File: config.mk
export PLATFORM = sky130hd
export DESIGN_NAME = rnf_filter_top
export DESIGN_NICKNAME = d
export VERILOG_FILES = /design/src/rnf_pkg.sv /design/src/rnf_filter_top.sv /design/src/rnf_node_lookup.sv /design/src/rnf_set_clear_reg.sv
export VERILOG_INCLUDE_DIRS = /design/src /design/src/src
export SDC_FILE = /design/constraint.sdc
export NUM_CORES = 1
export LEC_CHECK = 0
export ABC_AREA = 1
export ABC_CLOCK_PERIOD_IN_PS = 1500
export BUFFER_PORTS_ARGS = -buffer_cell sky130_fd_sc_hd__buf_2
export CAP_MARGIN = 20
export CORE_MARGIN = 2
export CORE_UTILIZATION = 48
export CTS_CLUSTER_DIAMETER = 200
export DETAILED_ROUTE_END_ITERATION = 8
export PLACE_DENSITY = 0.72
export SETUP_SLACK_MARGIN = 0.02
export SLEW_MARGIN = 20
export SYNTH_ARGS = -nofsm -noshare
export SYNTH_HDL_FRONTEND = slang
export SYNTH_SLANG_ARGS = --single-unit
File: constraint.sdc
create_clock -name i_clk -period 1.5 [get_ports i_clk]
set_input_delay 0.15 -clock i_clk [delete_from_list [all_inputs] [get_ports i_clk]]
set_output_delay 0.15 -clock i_clk [all_outputs]
set_load 0.05 [all_outputs]
File: src/rnf_defines.svh
// Offsets, field positions and reset values of the receive request node filter
// Function
// The lower asynchronous filter is set by writing ones at 108h, cleared by writing ones at 10Ch, and read back at either.
// Every filter register comes out of reset as all zeros, so no node is accepted or routed.
// A request from local node 0 to 31 is accepted only when its bit in the lower asynchronous filter is one.
// The lower asynchronous filter works exactly like the upper one except for the nodes it covers.
// A request aimed at the physical context is checked again against the physical filter once the asynchronous check passes.
// With the physical filter bit of the source node at zero, the request goes to the asynchronous request context.
// The per-node physical comparison is made only for sources on the local bus.
// Packets from a nonlocal bus are not acknowledged unless bit 31 of the upper physical filter is one.
// With bit 31 of the upper physical filter at one, all asynchronous requests from nonlocal buses are accepted.
// A host bus reset keeps bit 31 of the upper physical filter and clears all its other bits.
// Bits 30 to 19 of the upper physical filter route local nodes 62 to 51 to the physical context.
// The upper physical filter is set by writing ones at 110h and reads back its value.
// Bits 18 to 0 of the upper physical filter route local nodes 50 to 32 to the physical context.
// The upper asynchronous filter sits at 100h and 104h, covers nodes 32 to 62 in bits 0 to 30, bit 31 for nonlocal buses; bit 31 unused here.
// The upper physical filter is cleared by writing ones in the word right after its set alias.
// The node number used for filtering is the six-bit physical identifier of the source identifier.
`ifndef RNF_DEFINES_SVH
`define RNF_DEFINES_SVH

`define RNF_OFS_ASYNC_HIGH_SET 12'h100
`define RNF_OFS_ASYNC_HIGH_CLR 12'h104
`define RNF_OFS_ASYNC_LOW_SET 12'h108
`define RNF_OFS_ASYNC_LOW_CLR 12'h10c
`define RNF_OFS_PHYS_HIGH_SET 12'h110
`define RNF_OFS_PHYS_HIGH_CLR 12'h114

`define RNF_FILTER_RESET 32'h0000_0000
`define RNF_PHYS_HIGH_KEEP 32'h8000_0000
`define RNF_NONLOCAL_BIT 31
`define RNF_LOCAL_BUS_ALIAS 10'h3ff
`define RNF_UNMAPPED_DATA 32'h0000_0000

`endif

File: src/rnf_pkg.sv
// Types shared by the receive request node filter
package rnf_pkg;

	typedef enum logic [1:0] {
		RNF_DROP,
		RNF_ASYNC_CTX,
		RNF_PHYS_CTX
	} rnf_route_t;

	typedef struct packed {
		logic valid;
		logic phys_dest;
		logic [9:0] bus_id;
		logic [5:0] phy_id;
	} rnf_req_t;

	typedef struct packed {
		logic valid;
		logic is_local;
		logic [5:0] node;
		rnf_route_t route;
	} rnf_dec_t;

endpackage : rnf_pkg

File: src/rnf_filter_top.sv
// Receive request node filter: register bank on classic Wishbone and the per-packet decision
//
// Chosen here: the Wishbone slave port.
`timescale 1ns/1ps
`include "rnf_defines.svh"
module rnf_filter_top
	import rnf_pkg::*;
(
	// Clock and reset
	input wire logic i_clk,
	input wire logic i_nrst,
	input wire logic i_host_bus_rst,
	// Wishbone slave
	input wire logic i_wb_cyc,
	input wire logic i_wb_stb,
	input wire logic i_wb_we,
	input wire logic [31:0] i_wb_adr,
	input wire logic [3:0] i_wb_sel,
	input wire logic [31:0] i_wb_dat,
	output logic [31:0] o_wb_dat,
	output logic o_wb_ack,
	// Local bus number of this node
	input wire logic [9:0] i_local_bus_id,
	// Received request and its decision
	input wire rnf_req_t i_req,
	output rnf_dec_t o_dec
);

	logic [31:0] async_high;
	logic [31:0] async_low;
	logic [31:0] phys_high;
	logic [31:0] lane_mask;
	logic [11:0] ofs;
	logic bus_req;
	logic wr_take;
	logic [31:0] wr_bits;
	logic [31:0] set_async_high;
	logic [31:0] clr_async_high;
	logic [31:0] set_async_low;
	logic [31:0] clr_async_low;
	logic [31:0] set_phys_high;
	logic [31:0] clr_phys_high;
	logic [31:0] next_rdata;
	logic [63:0] async_vec;
	logic [63:0] phys_vec;
	logic async_hit;
	logic phys_hit;
	logic src_local;
	logic async_ok;
	logic phys_ok;
	rnf_route_t next_route;

	// Bus access decode
	assign ofs = {i_wb_adr[11:2], 2'b00};
	assign bus_req = i_wb_cyc & i_wb_stb;

	genvar b;
	generate
		for (b = 0; b < 4; b = b + 1) begin : g_lane
			assign lane_mask[8 * b +: 8] = {8{i_wb_sel[b]}};
		end
	endgenerate

	// A write takes effect at the edge where the master sees ack
	assign wr_take = bus_req & i_wb_we & o_wb_ack;
	assign wr_bits = wr_take ? (i_wb_dat & lane_mask) : 32'h0000_0000;

	assign set_async_high = (ofs == `RNF_OFS_ASYNC_HIGH_SET) ? wr_bits : 32'h0000_0000;
	assign clr_async_high = (ofs == `RNF_OFS_ASYNC_HIGH_CLR) ? wr_bits : 32'h0000_0000;
	assign set_async_low = (ofs == `RNF_OFS_ASYNC_LOW_SET) ? wr_bits : 32'h0000_0000;
	assign clr_async_low = (ofs == `RNF_OFS_ASYNC_LOW_CLR) ? wr_bits : 32'h0000_0000;
	assign set_phys_high = (ofs == `RNF_OFS_PHYS_HIGH_SET) ? wr_bits : 32'h0000_0000;
	assign clr_phys_high = (ofs == `RNF_OFS_PHYS_HIGH_CLR) ? wr_bits : 32'h0000_0000;

	// Filter registers
	rnf_set_clear_reg #(
		.KEEP_MASK(`RNF_FILTER_RESET)
	) u_async_high (
		.i_clk(i_clk),
		.i_nrst(i_nrst),
		.i_host_bus_rst(i_host_bus_rst),
		.i_set(set_async_high),
		.i_clr(clr_async_high),
		.o_value(async_high)
	);

	// Same register type as the upper filter, so both behave alike
	rnf_set_clear_reg #(
		.KEEP_MASK(`RNF_FILTER_RESET)
	) u_async_low (
		.i_clk(i_clk),
		.i_nrst(i_nrst),
		.i_host_bus_rst(i_host_bus_rst),
		.i_set(set_async_low),
		.i_clr(clr_async_low),
		.o_value(async_low)
	);

	rnf_set_clear_reg #(
		.KEEP_MASK(`RNF_PHYS_HIGH_KEEP)
	) u_phys_high (
		.i_clk(i_clk),
		.i_nrst(i_nrst),
		.i_host_bus_rst(i_host_bus_rst),
		.i_set(set_phys_high),
		.i_clr(clr_phys_high),
		.o_value(phys_high)
	);

	// Read mux; either alias of a pair returns the value
	always_comb begin
		case (ofs)
			`RNF_OFS_ASYNC_HIGH_SET, `RNF_OFS_ASYNC_HIGH_CLR: next_rdata = async_high;
			`RNF_OFS_ASYNC_LOW_SET, `RNF_OFS_ASYNC_LOW_CLR: next_rdata = async_low;
			`RNF_OFS_PHYS_HIGH_SET, `RNF_OFS_PHYS_HIGH_CLR: next_rdata = phys_high;
			default: next_rdata = `RNF_UNMAPPED_DATA;
		endcase
	end

	// One wait state: ack in the cycle after the request, dropped right after
	always_ff @(posedge i_clk) begin
		if (!i_nrst) begin
			o_wb_ack <= 1'b0;
		end else begin
			o_wb_ack <= bus_req & ~o_wb_ack;
		end
	end

	always_ff @(posedge i_clk) begin
		if (!i_nrst) begin
			o_wb_dat <= 32'h0000_0000;
		end else if (bus_req & ~o_wb_ack & ~i_wb_we) begin
			o_wb_dat <= next_rdata;
		end
	end

	// Per-node vectors; node 63 is broadcast and has no bit
	assign async_vec = {1'b0, async_high[30:0], async_low};
	// Lower physical filter is outside this bank, so nodes 0 to 31 read as zero
	assign phys_vec = {1'b0, phys_high[30:0], 32'h0000_0000};

	rnf_node_lookup u_async_lookup (
		.i_bits(async_vec),
		.i_node(i_req.phy_id),
		.o_hit(async_hit)
	);

	rnf_node_lookup u_phys_lookup (
		.i_bits(phys_vec),
		.i_node(i_req.phy_id),
		.o_hit(phys_hit)
	);

	// Decision
	assign src_local = (i_req.bus_id == `RNF_LOCAL_BUS_ALIAS) | (i_req.bus_id == i_local_bus_id);
	// Nonlocal sources hinge on the physical nonlocal bit alone
	assign async_ok = src_local ? async_hit : phys_high[`RNF_NONLOCAL_BIT];
	assign phys_ok = src_local & phys_hit;

	always_comb begin
		if (!i_req.valid || !async_ok) begin
			next_route = RNF_DROP;
		end else if (i_req.phys_dest && phys_ok) begin
			next_route = RNF_PHYS_CTX;
		end else begin
			next_route = RNF_ASYNC_CTX;
		end
	end

	always_ff @(posedge i_clk) begin
		if (!i_nrst) begin
			o_dec <= '{valid: 1'b0, is_local: 1'b0, node: 6'h00, route: RNF_DROP};
		end else begin
			o_dec.valid <= i_req.valid;
			o_dec.is_local <= src_local;
			o_dec.node <= i_req.phy_id;
			o_dec.route <= next_route;
		end
	end

	// Checks
	AST_RESET_ZERO: assert property (@(posedge i_clk)
		!i_nrst |=> (async_high == 32'h0000_0000) && (async_low == 32'h0000_0000)
			&& (phys_high == 32'h0000_0000) && (o_dec.route == RNF_DROP))
		else $error("Filter registers not zero after reset");

	AST_LOW_SET: assert property (@(posedge i_clk) disable iff (!i_nrst)
		(wr_take && !i_host_bus_rst && ofs == `RNF_OFS_ASYNC_LOW_SET)
			|=> async_low == ($past(async_low) | $past(i_wb_dat & lane_mask)))
		else $error("Lower async set alias did not set the written ones");

	AST_LOW_CLR: assert property (@(posedge i_clk) disable iff (!i_nrst)
		(wr_take && !i_host_bus_rst && ofs == `RNF_OFS_ASYNC_LOW_CLR)
			|=> async_low == ($past(async_low) & ~$past(i_wb_dat & lane_mask)))
		else $error("Lower async clear alias did not clear the written ones");

	AST_LOW_READ: assert property (@(posedge i_clk) disable iff (!i_nrst)
		(o_wb_ack && bus_req && !i_wb_we
			&& (ofs == `RNF_OFS_ASYNC_LOW_SET || ofs == `RNF_OFS_ASYNC_LOW_CLR))
			|-> o_wb_dat == $past(async_low))
		else $error("Lower async read returned a wrong value");

	AST_LOW_ACCEPT: assert property (@(posedge i_clk) disable iff (!i_nrst)
		(i_req.valid && src_local && i_req.phy_id < 6'h20)
			|=> (o_dec.route != RNF_DROP) == $past(async_low[i_req.phy_id[4:0]]))
		else $error("Lower node acceptance does not follow its filter bit");

	AST_HIGH_ACCEPT: assert property (@(posedge i_clk) disable iff (!i_nrst)
		(i_req.valid && src_local && i_req.phy_id >= 6'h20 && i_req.phy_id != 6'h3f)
			|=> (o_dec.route != RNF_DROP) == $past(async_high[i_req.phy_id[4:0]]))
		else $error("Upper node acceptance does not follow its filter bit");

	AST_PHYS_ROUTE: assert property (@(posedge i_clk) disable iff (!i_nrst)
		(i_req.valid && i_req.phys_dest && src_local && async_hit && phys_hit)
			|=> o_dec.route == RNF_PHYS_CTX)
		else $error("Physical request with both bits set not routed to physical context");

	AST_PHYS_FALLBACK: assert property (@(posedge i_clk) disable iff (!i_nrst)
		(i_req.valid && i_req.phys_dest && async_ok && !phys_ok)
			|=> o_dec.route == RNF_ASYNC_CTX)
		else $error("Physical request without its bit not sent to async context");

	AST_NONLOCAL_NO_COMPARE: assert property (@(posedge i_clk) disable iff (!i_nrst)
		(i_req.valid && !src_local) |=> o_dec.route != RNF_PHYS_CTX && !o_dec.is_local)
		else $error("Nonlocal source reached the physical context");

	AST_NONLOCAL_NOACK: assert property (@(posedge i_clk) disable iff (!i_nrst)
		(i_req.valid && !src_local && !phys_high[`RNF_NONLOCAL_BIT]) |=> o_dec.route == RNF_DROP)
		else $error("Nonlocal packet accepted without the nonlocal bit");

	AST_NONLOCAL_ALL: assert property (@(posedge i_clk) disable iff (!i_nrst)
		(i_req.valid && !src_local && phys_high[`RNF_NONLOCAL_BIT]) |=> o_dec.route == RNF_ASYNC_CTX)
		else $error("Nonlocal packet refused with the nonlocal bit set");

	AST_HOST_KEEP: assert property (@(posedge i_clk) disable iff (!i_nrst)
		i_host_bus_rst |=> phys_high == ($past(phys_high) & `RNF_PHYS_HIGH_KEEP)
			&& async_low == 32'h0000_0000 && async_high == 32'h0000_0000)
		else $error("Host bus reset did not keep only the nonlocal bit");

	AST_PHYS_BITS: assert property (@(posedge i_clk) disable iff (!i_nrst)
		(i_req.valid && i_req.phys_dest && src_local && async_hit && i_req.phy_id >= 6'h20
			&& i_req.phy_id != 6'h3f && !phys_high[i_req.phy_id[4:0]])
			|=> o_dec.route == RNF_ASYNC_CTX)
		else $error("Physical routing ignored the node bit of the upper physical filter");

	AST_PHYS_SET: assert property (@(posedge i_clk) disable iff (!i_nrst)
		(wr_take && !i_host_bus_rst && ofs == `RNF_OFS_PHYS_HIGH_SET)
			|=> phys_high == ($past(phys_high) | $past(i_wb_dat & lane_mask)))
		else $error("Upper physical set alias did not set the written ones");

	AST_PHYS_CLR: assert property (@(posedge i_clk) disable iff (!i_nrst)
		(wr_take && !i_host_bus_rst && ofs == `RNF_OFS_PHYS_HIGH_CLR)
			|=> phys_high == ($past(phys_high) & ~$past(i_wb_dat & lane_mask)))
		else $error("Upper physical clear alias did not clear the written ones");

	AST_HIGH_SET: assert property (@(posedge i_clk) disable iff (!i_nrst)
		(wr_take && !i_host_bus_rst && ofs == `RNF_OFS_ASYNC_HIGH_SET)
			|=> async_high == ($past(async_high) | $past(i_wb_dat & lane_mask)))
		else $error("Upper async set alias did not set the written ones");

	AST_NODE_ECHO: assert property (@(posedge i_clk) disable iff (!i_nrst)
		i_req.valid |=> o_dec.valid && o_dec.node == $past(i_req.phy_id))
		else $error("Decision does not carry the source physical identifier");

	AST_ACK_ONE: assert property (@(posedge i_clk) disable iff (!i_nrst)
		(bus_req && !o_wb_ack) |=> o_wb_ack ##1 !o_wb_ack)
		else $error("Bus ack not a single cycle after the request");

	AST_UNMAPPED_ZERO: assert property (@(posedge i_clk) disable iff (!i_nrst)
		(o_wb_ack && bus_req && !i_wb_we && (ofs < `RNF_OFS_ASYNC_HIGH_SET || ofs > `RNF_OFS_PHYS_HIGH_CLR))
			|-> o_wb_dat == `RNF_UNMAPPED_DATA)
		else $error("Unmapped read did not return zero");

	AST_HIGH_CLR: assert property (@(posedge i_clk) disable iff (!i_nrst)
		(wr_take && !i_host_bus_rst && ofs == `RNF_OFS_ASYNC_HIGH_CLR)
			|=> async_high == ($past(async_high) & ~$past(i_wb_dat & lane_mask)))
		else $error("Upper async clear alias did not clear the written ones");

	AST_HIGH_READ: assert property (@(posedge i_clk) disable iff (!i_nrst)
		(o_wb_ack && bus_req && !i_wb_we
			&& (ofs == `RNF_OFS_ASYNC_HIGH_SET || ofs == `RNF_OFS_ASYNC_HIGH_CLR))
			|-> o_wb_dat == $past(async_high))
		else $error("Upper async read returned a wrong value");

	AST_PHYS_READ: assert property (@(posedge i_clk) disable iff (!i_nrst)
		(o_wb_ack && bus_req && !i_wb_we
			&& (ofs == `RNF_OFS_PHYS_HIGH_SET || ofs == `RNF_OFS_PHYS_HIGH_CLR))
			|-> o_wb_dat == $past(phys_high))
		else $error("Upper physical read returned a wrong value");

	// Writes outside the map must not disturb any filter
	AST_UNMAPPED_WRITE: assert property (@(posedge i_clk) disable iff (!i_nrst)
		(wr_take && !i_host_bus_rst && (ofs < `RNF_OFS_ASYNC_HIGH_SET || ofs > `RNF_OFS_PHYS_HIGH_CLR))
			|=> $stable(async_high) && $stable(async_low) && $stable(phys_high))
		else $error("Unmapped write changed a filter register");

	AST_HOLD_IDLE: assert property (@(posedge i_clk) disable iff (!i_nrst)
		(!wr_take && !i_host_bus_rst) |=> $stable(async_high) && $stable(async_low) && $stable(phys_high))
		else $error("Filter register changed without a write or host bus reset");

	// Host bus reset wins over a write landing at the same edge
	AST_HOST_WINS: assert property (@(posedge i_clk) disable iff (!i_nrst)
		(i_host_bus_rst && wr_take) |=> async_low == 32'h0000_0000 && async_high == 32'h0000_0000)
		else $error("Write survived a host bus reset at the same edge");

	AST_LOW_NO_PHYS: assert property (@(posedge i_clk) disable iff (!i_nrst)
		(i_req.valid && i_req.phy_id < 6'h20) |=> o_dec.route != RNF_PHYS_CTX)
		else $error("Node below 32 reached the physical context without its filter bank");

	AST_ASYNC_DEST_NO_PHYS: assert property (@(posedge i_clk) disable iff (!i_nrst)
		(i_req.valid && !i_req.phys_dest) |=> o_dec.route != RNF_PHYS_CTX)
		else $error("Request not aimed at the physical context was routed there");

	AST_BROADCAST_DROP: assert property (@(posedge i_clk) disable iff (!i_nrst)
		(i_req.valid && src_local && i_req.phy_id == 6'h3f) |=> o_dec.route == RNF_DROP)
		else $error("Broadcast source was accepted");

	AST_IDLE_DROP: assert property (@(posedge i_clk) disable iff (!i_nrst)
		!i_req.valid |=> !o_dec.valid && o_dec.route == RNF_DROP)
		else $error("Decision shows a packet where none was presented");

	AST_LOCAL_FLAG: assert property (@(posedge i_clk) disable iff (!i_nrst)
		i_req.valid |=> o_dec.is_local == ($past(i_req.bus_id) == `RNF_LOCAL_BUS_ALIAS
			|| $past(i_req.bus_id) == $past(i_local_bus_id)))
		else $error("Local source flag does not follow the bus number");

	AST_PHYS_LOW_BITS: assert property (@(posedge i_clk) disable iff (!i_nrst)
		(i_req.valid && i_req.phys_dest && src_local && async_hit && i_req.phy_id >= 6'h20
			&& i_req.phy_id <= 6'h32 && phys_high[i_req.phy_id[4:0]])
			|=> o_dec.route == RNF_PHYS_CTX)
		else $error("Node 32 to 50 with its physical bit set not routed to physical context");

	AST_PHYS_HIGH_BITS: assert property (@(posedge i_clk) disable iff (!i_nrst)
		(i_req.valid && i_req.phys_dest && src_local && async_hit && i_req.phy_id >= 6'h33
			&& i_req.phy_id <= 6'h3e && phys_high[i_req.phy_id[4:0]])
			|=> o_dec.route == RNF_PHYS_CTX)
		else $error("Node 51 to 62 with its physical bit set not routed to physical context");

	// The stored upper async bit 31 must not open the gate on its own
	AST_NONLOCAL_ASYNC_BIT: assert property (@(posedge i_clk) disable iff (!i_nrst)
		(i_req.valid && !src_local && async_high[31] && !phys_high[`RNF_NONLOCAL_BIT]) |=> o_dec.route == RNF_DROP)
		else $error("Nonlocal packet accepted through the async nonlocal bit");

	AST_ACK_IDLE: assert property (@(posedge i_clk) disable iff (!i_nrst)
		!bus_req |=> !o_wb_ack)
		else $error("Bus ack without a request");

	AST_DAT_HOLD: assert property (@(posedge i_clk) disable iff (!i_nrst)
		(bus_req && i_wb_we) |=> $stable(o_wb_dat))
		else $error("Read data changed during a write cycle");

endmodule : rnf_filter_top

File: src/rnf_node_lookup.sv
// Picks the filter bit of one node out of a per-node vector
`timescale 1ns/1ps
module rnf_node_lookup (
	// Per-node bits, index is the node number
	input wire logic [63:0] i_bits,
	// Node number
	input wire logic [5:0] i_node,
	// Selected bit
	output logic o_hit
);

	logic [63:0] hit_vec;

	genvar n;
	generate
		for (n = 0; n < 64; n = n + 1) begin : g_node
			assign hit_vec[n] = i_bits[n] & (i_node == 6'(n));
		end
	endgenerate

	assign o_hit = |hit_vec;

endmodule : rnf_node_lookup

File: src/rnf_set_clear_reg.sv
// One 32-bit filter register with set and clear aliases
`timescale 1ns/1ps
`include "rnf_defines.svh"
module rnf_set_clear_reg #(
	parameter logic [31:0] KEEP_MASK = 32'h0000_0000
) (
	// Clock and reset
	input wire logic i_clk,
	input wire logic i_nrst,
	input wire logic i_host_bus_rst,
	// Bit strobes
	input wire logic [31:0] i_set,
	input wire logic [31:0] i_clr,
	// Value
	output logic [31:0] o_value
);

	always_ff @(posedge i_clk) begin
		if (!i_nrst) begin
			o_value <= `RNF_FILTER_RESET;
		end else if (i_host_bus_rst) begin
			// Bits in the keep mask survive a host bus reset
			o_value <= o_value & KEEP_MASK;
		end else begin
			o_value <= (o_value | i_set) & ~i_clr;
		end
	end

endmodule : rnf_set_clear_reg

==> metrics.yaml <==
port_buffers: 122
dp_slack_ns: -0.317
min_period_ns: 1.43
syn_nets: 1170
wire_per_inst_um: 16.0
cts_max_path_buffers: 2
slew_headroom: 0.550
gp_congestion: 0.970
netlist_area_um2: 6980
htree_levels: 4
firstDrtPassIters: 5
cellPowerDensity_nw_per_um2: 915
clk_pin_slew_worst_paths_ns: 0.06
period_share: 0.951
instances_no_fill: 1432
p_leak_nw: 4.03
fin_util: 0.632
crit_path_end_kind: "register"
rsz0062_at_grt: "true"
antenna_found_initial: 0
grt.overflow.total: 0
dp_cells: 1395
clock-sinks: 139
die_h_um: 125
grt_pass1_wl_um: 36800
fmax_mhz: 701
yosysSeqAreaShare: 0.399
finalPower_mw: 8.31
cts_tree: "done"
dieWidth_um: 125
postRouteAntennaNets: 0
grt_pass1_vias: 7370
ir_worst_vdd_mv: 0.804
cp-start-kind: "register"
route.detailed.drc: 0
drive_above_1_share: 0.260
crit_type: "register to register"
drv_cap: 0
area_growth_pct: 30.1
yosysUniqueCellTypes: 25
setup_viol: 0
fin_nets: 1337
dieArea_um2: 15500
synthCells: 1068
crit_required_ns: 1.79
drt-initial-drc-count: 725
cp.arrival_ns: 1.72
ys_warn_count: 0
hold_path_class: "input pin to register"
grt_usage: 0.295
vias: 7847
slew_violations: 0
viasPerCell: 5.48
syn_area_per_cell_um2: 6.54
ys_ff_latch: 139
status: "finished, final reports clean"
dpl.hpwl_um: 15900
wirelength_um: 22900
insertion_delay_ns: 0.43
cp_max_fo: 8
tightest_slew_ns: 0.674
rrSetupSlack_ns: 0.07
antenna-diode-count: 0
hold_viol_final: 0
grt_start_max_net_pins: 96
coreArea_um2: 14400
worst_slack_ns: 0.0736
skew_ns: 0.00580
std_cell_rows: 44
start_util: 0.486
cts-root-buf: "clkbuf_16"
ioPinCount: 145
cts_made_buffers: 17
## synth_stat cells, drive strengths merged
cell type,count,area share
nand2,293,0.16
dfxtp,139,0.40
nor2,134,0.075
nand3,133,0.097
a21oi,128,0.092
nor3,70,0.051
inv,65,0.035
a211oi,33,0.035
buf,29,0.023
clkbuf,26,0.014
or2,4,0.0036
xor2,4,0.0050
xnor2,3,0.0038
nand3b,2,0.0021
nand4,2,0.0018
nor4,1,0.0030
o211ai,1,0.0011
o21bai,1,0.0011
## layout make-up
type	instances	area (um2)
clock buffers	19	433
clock inverters	13	128
fillers	1375	5290
inverters	65	254
multi-input cells	809	3840
flip-flops and latches	139	2780
well taps	184	230
repair buffers	203	1410
## flip-flops by register name, indices dropped and copies added (netlist names)
register and flops:
o_dec 10, u_phys_high.o_value 32, u_async_high.o_value 32, o_wb_dat 32, u_async_low.o_value 32, o_wb_ack 1
## report_power, final
group / internal, mW / switching [mW]
clock: 2.42 / 1.63
sequential: 3.70 / 0.00267
combinational: 0.204 / 0.347
total: 6.33 / 1.98
## final timing paths
path | end | cells after the start | start
setup / recovery | u_async_low.o_value[23] | 10 | o_wb_ack
hold / removal | o_dec[2] | 3 | i_nrst
setup reg to reg | u_async_low.o_value[23] | 10 | o_wb_ack
hold reg to reg | o_wb_dat[24] | 2 | o_wb_dat[24]
## placed cells by master, fill, tap and decap left out, types with 26 or more instances in the layout
cell type  Yosys  layout
a211oi_1      33      29
a21oi_1      128     127
buf_2         23     122
buf_4          6      61
dfxtp_1      139     138
inv_1         61      26
inv_2          4      36
nand2_1      291     266
nand3_1      131     131
nor2_1       128     122
nor3_1        69      67
## worst max-delay path: stages (launching register included)
cell,delay (ns)
dfxtp_2,0.33
nand2_2,0.06
nor2_4,0.13
buf_6,0.11
nand2_1,0.06
inv_2,0.07
buf_12,0.13
nand2_1,0.10
buf_4,0.15
nor2_1,0.09
nor3_1,0.06
## routing by layer
layer  GRT usage  vias up  share of wire
li1            -     3868              -
met1       0.385     3620           0.42
met2       0.485      319           0.48
met3      0.0666       40          0.081
met4      0.0991        0          0.023
met5           0        -              0
## metrics by stage
stage | instance area (um2) | hold WS (ns) | TNS (ns)
after floorplan | 6980 | 0.243 | 0
after global placement | 8330 | 0.352 | -1.91
after detailed placement | 8330 | 0.366 | -4.34
after CTS | 8910 | 0.0105 | 0
after global routing | 9080 | 0.0337 | -0.0996
final | 9080 | 0.0308 | 0
## timing repair
item | in CTS | in global routing
gates resized for setup | 2 | 82
hold buffers | 2 | 0
buffers inserted | 0 | 3
pin swaps | 0 | 10
endpoints found under the setup margin | 30 | 89
hold endpoints to repair | 2 | 0
## kinds of logic (layout without fill, tap and decap cells)
kind of cell | Yosys count | in the layout | share of synthesized area
compound gates | 163 | 163 | 0.129
xor+xnor | 7 | 7 | 0.00878
buf+inv | 120 | 300 | 0.0719
flops | 139 | 139 | 0.399
simple gates | 639 | 639 | 0.391
(Power assumes the default switching activity.)
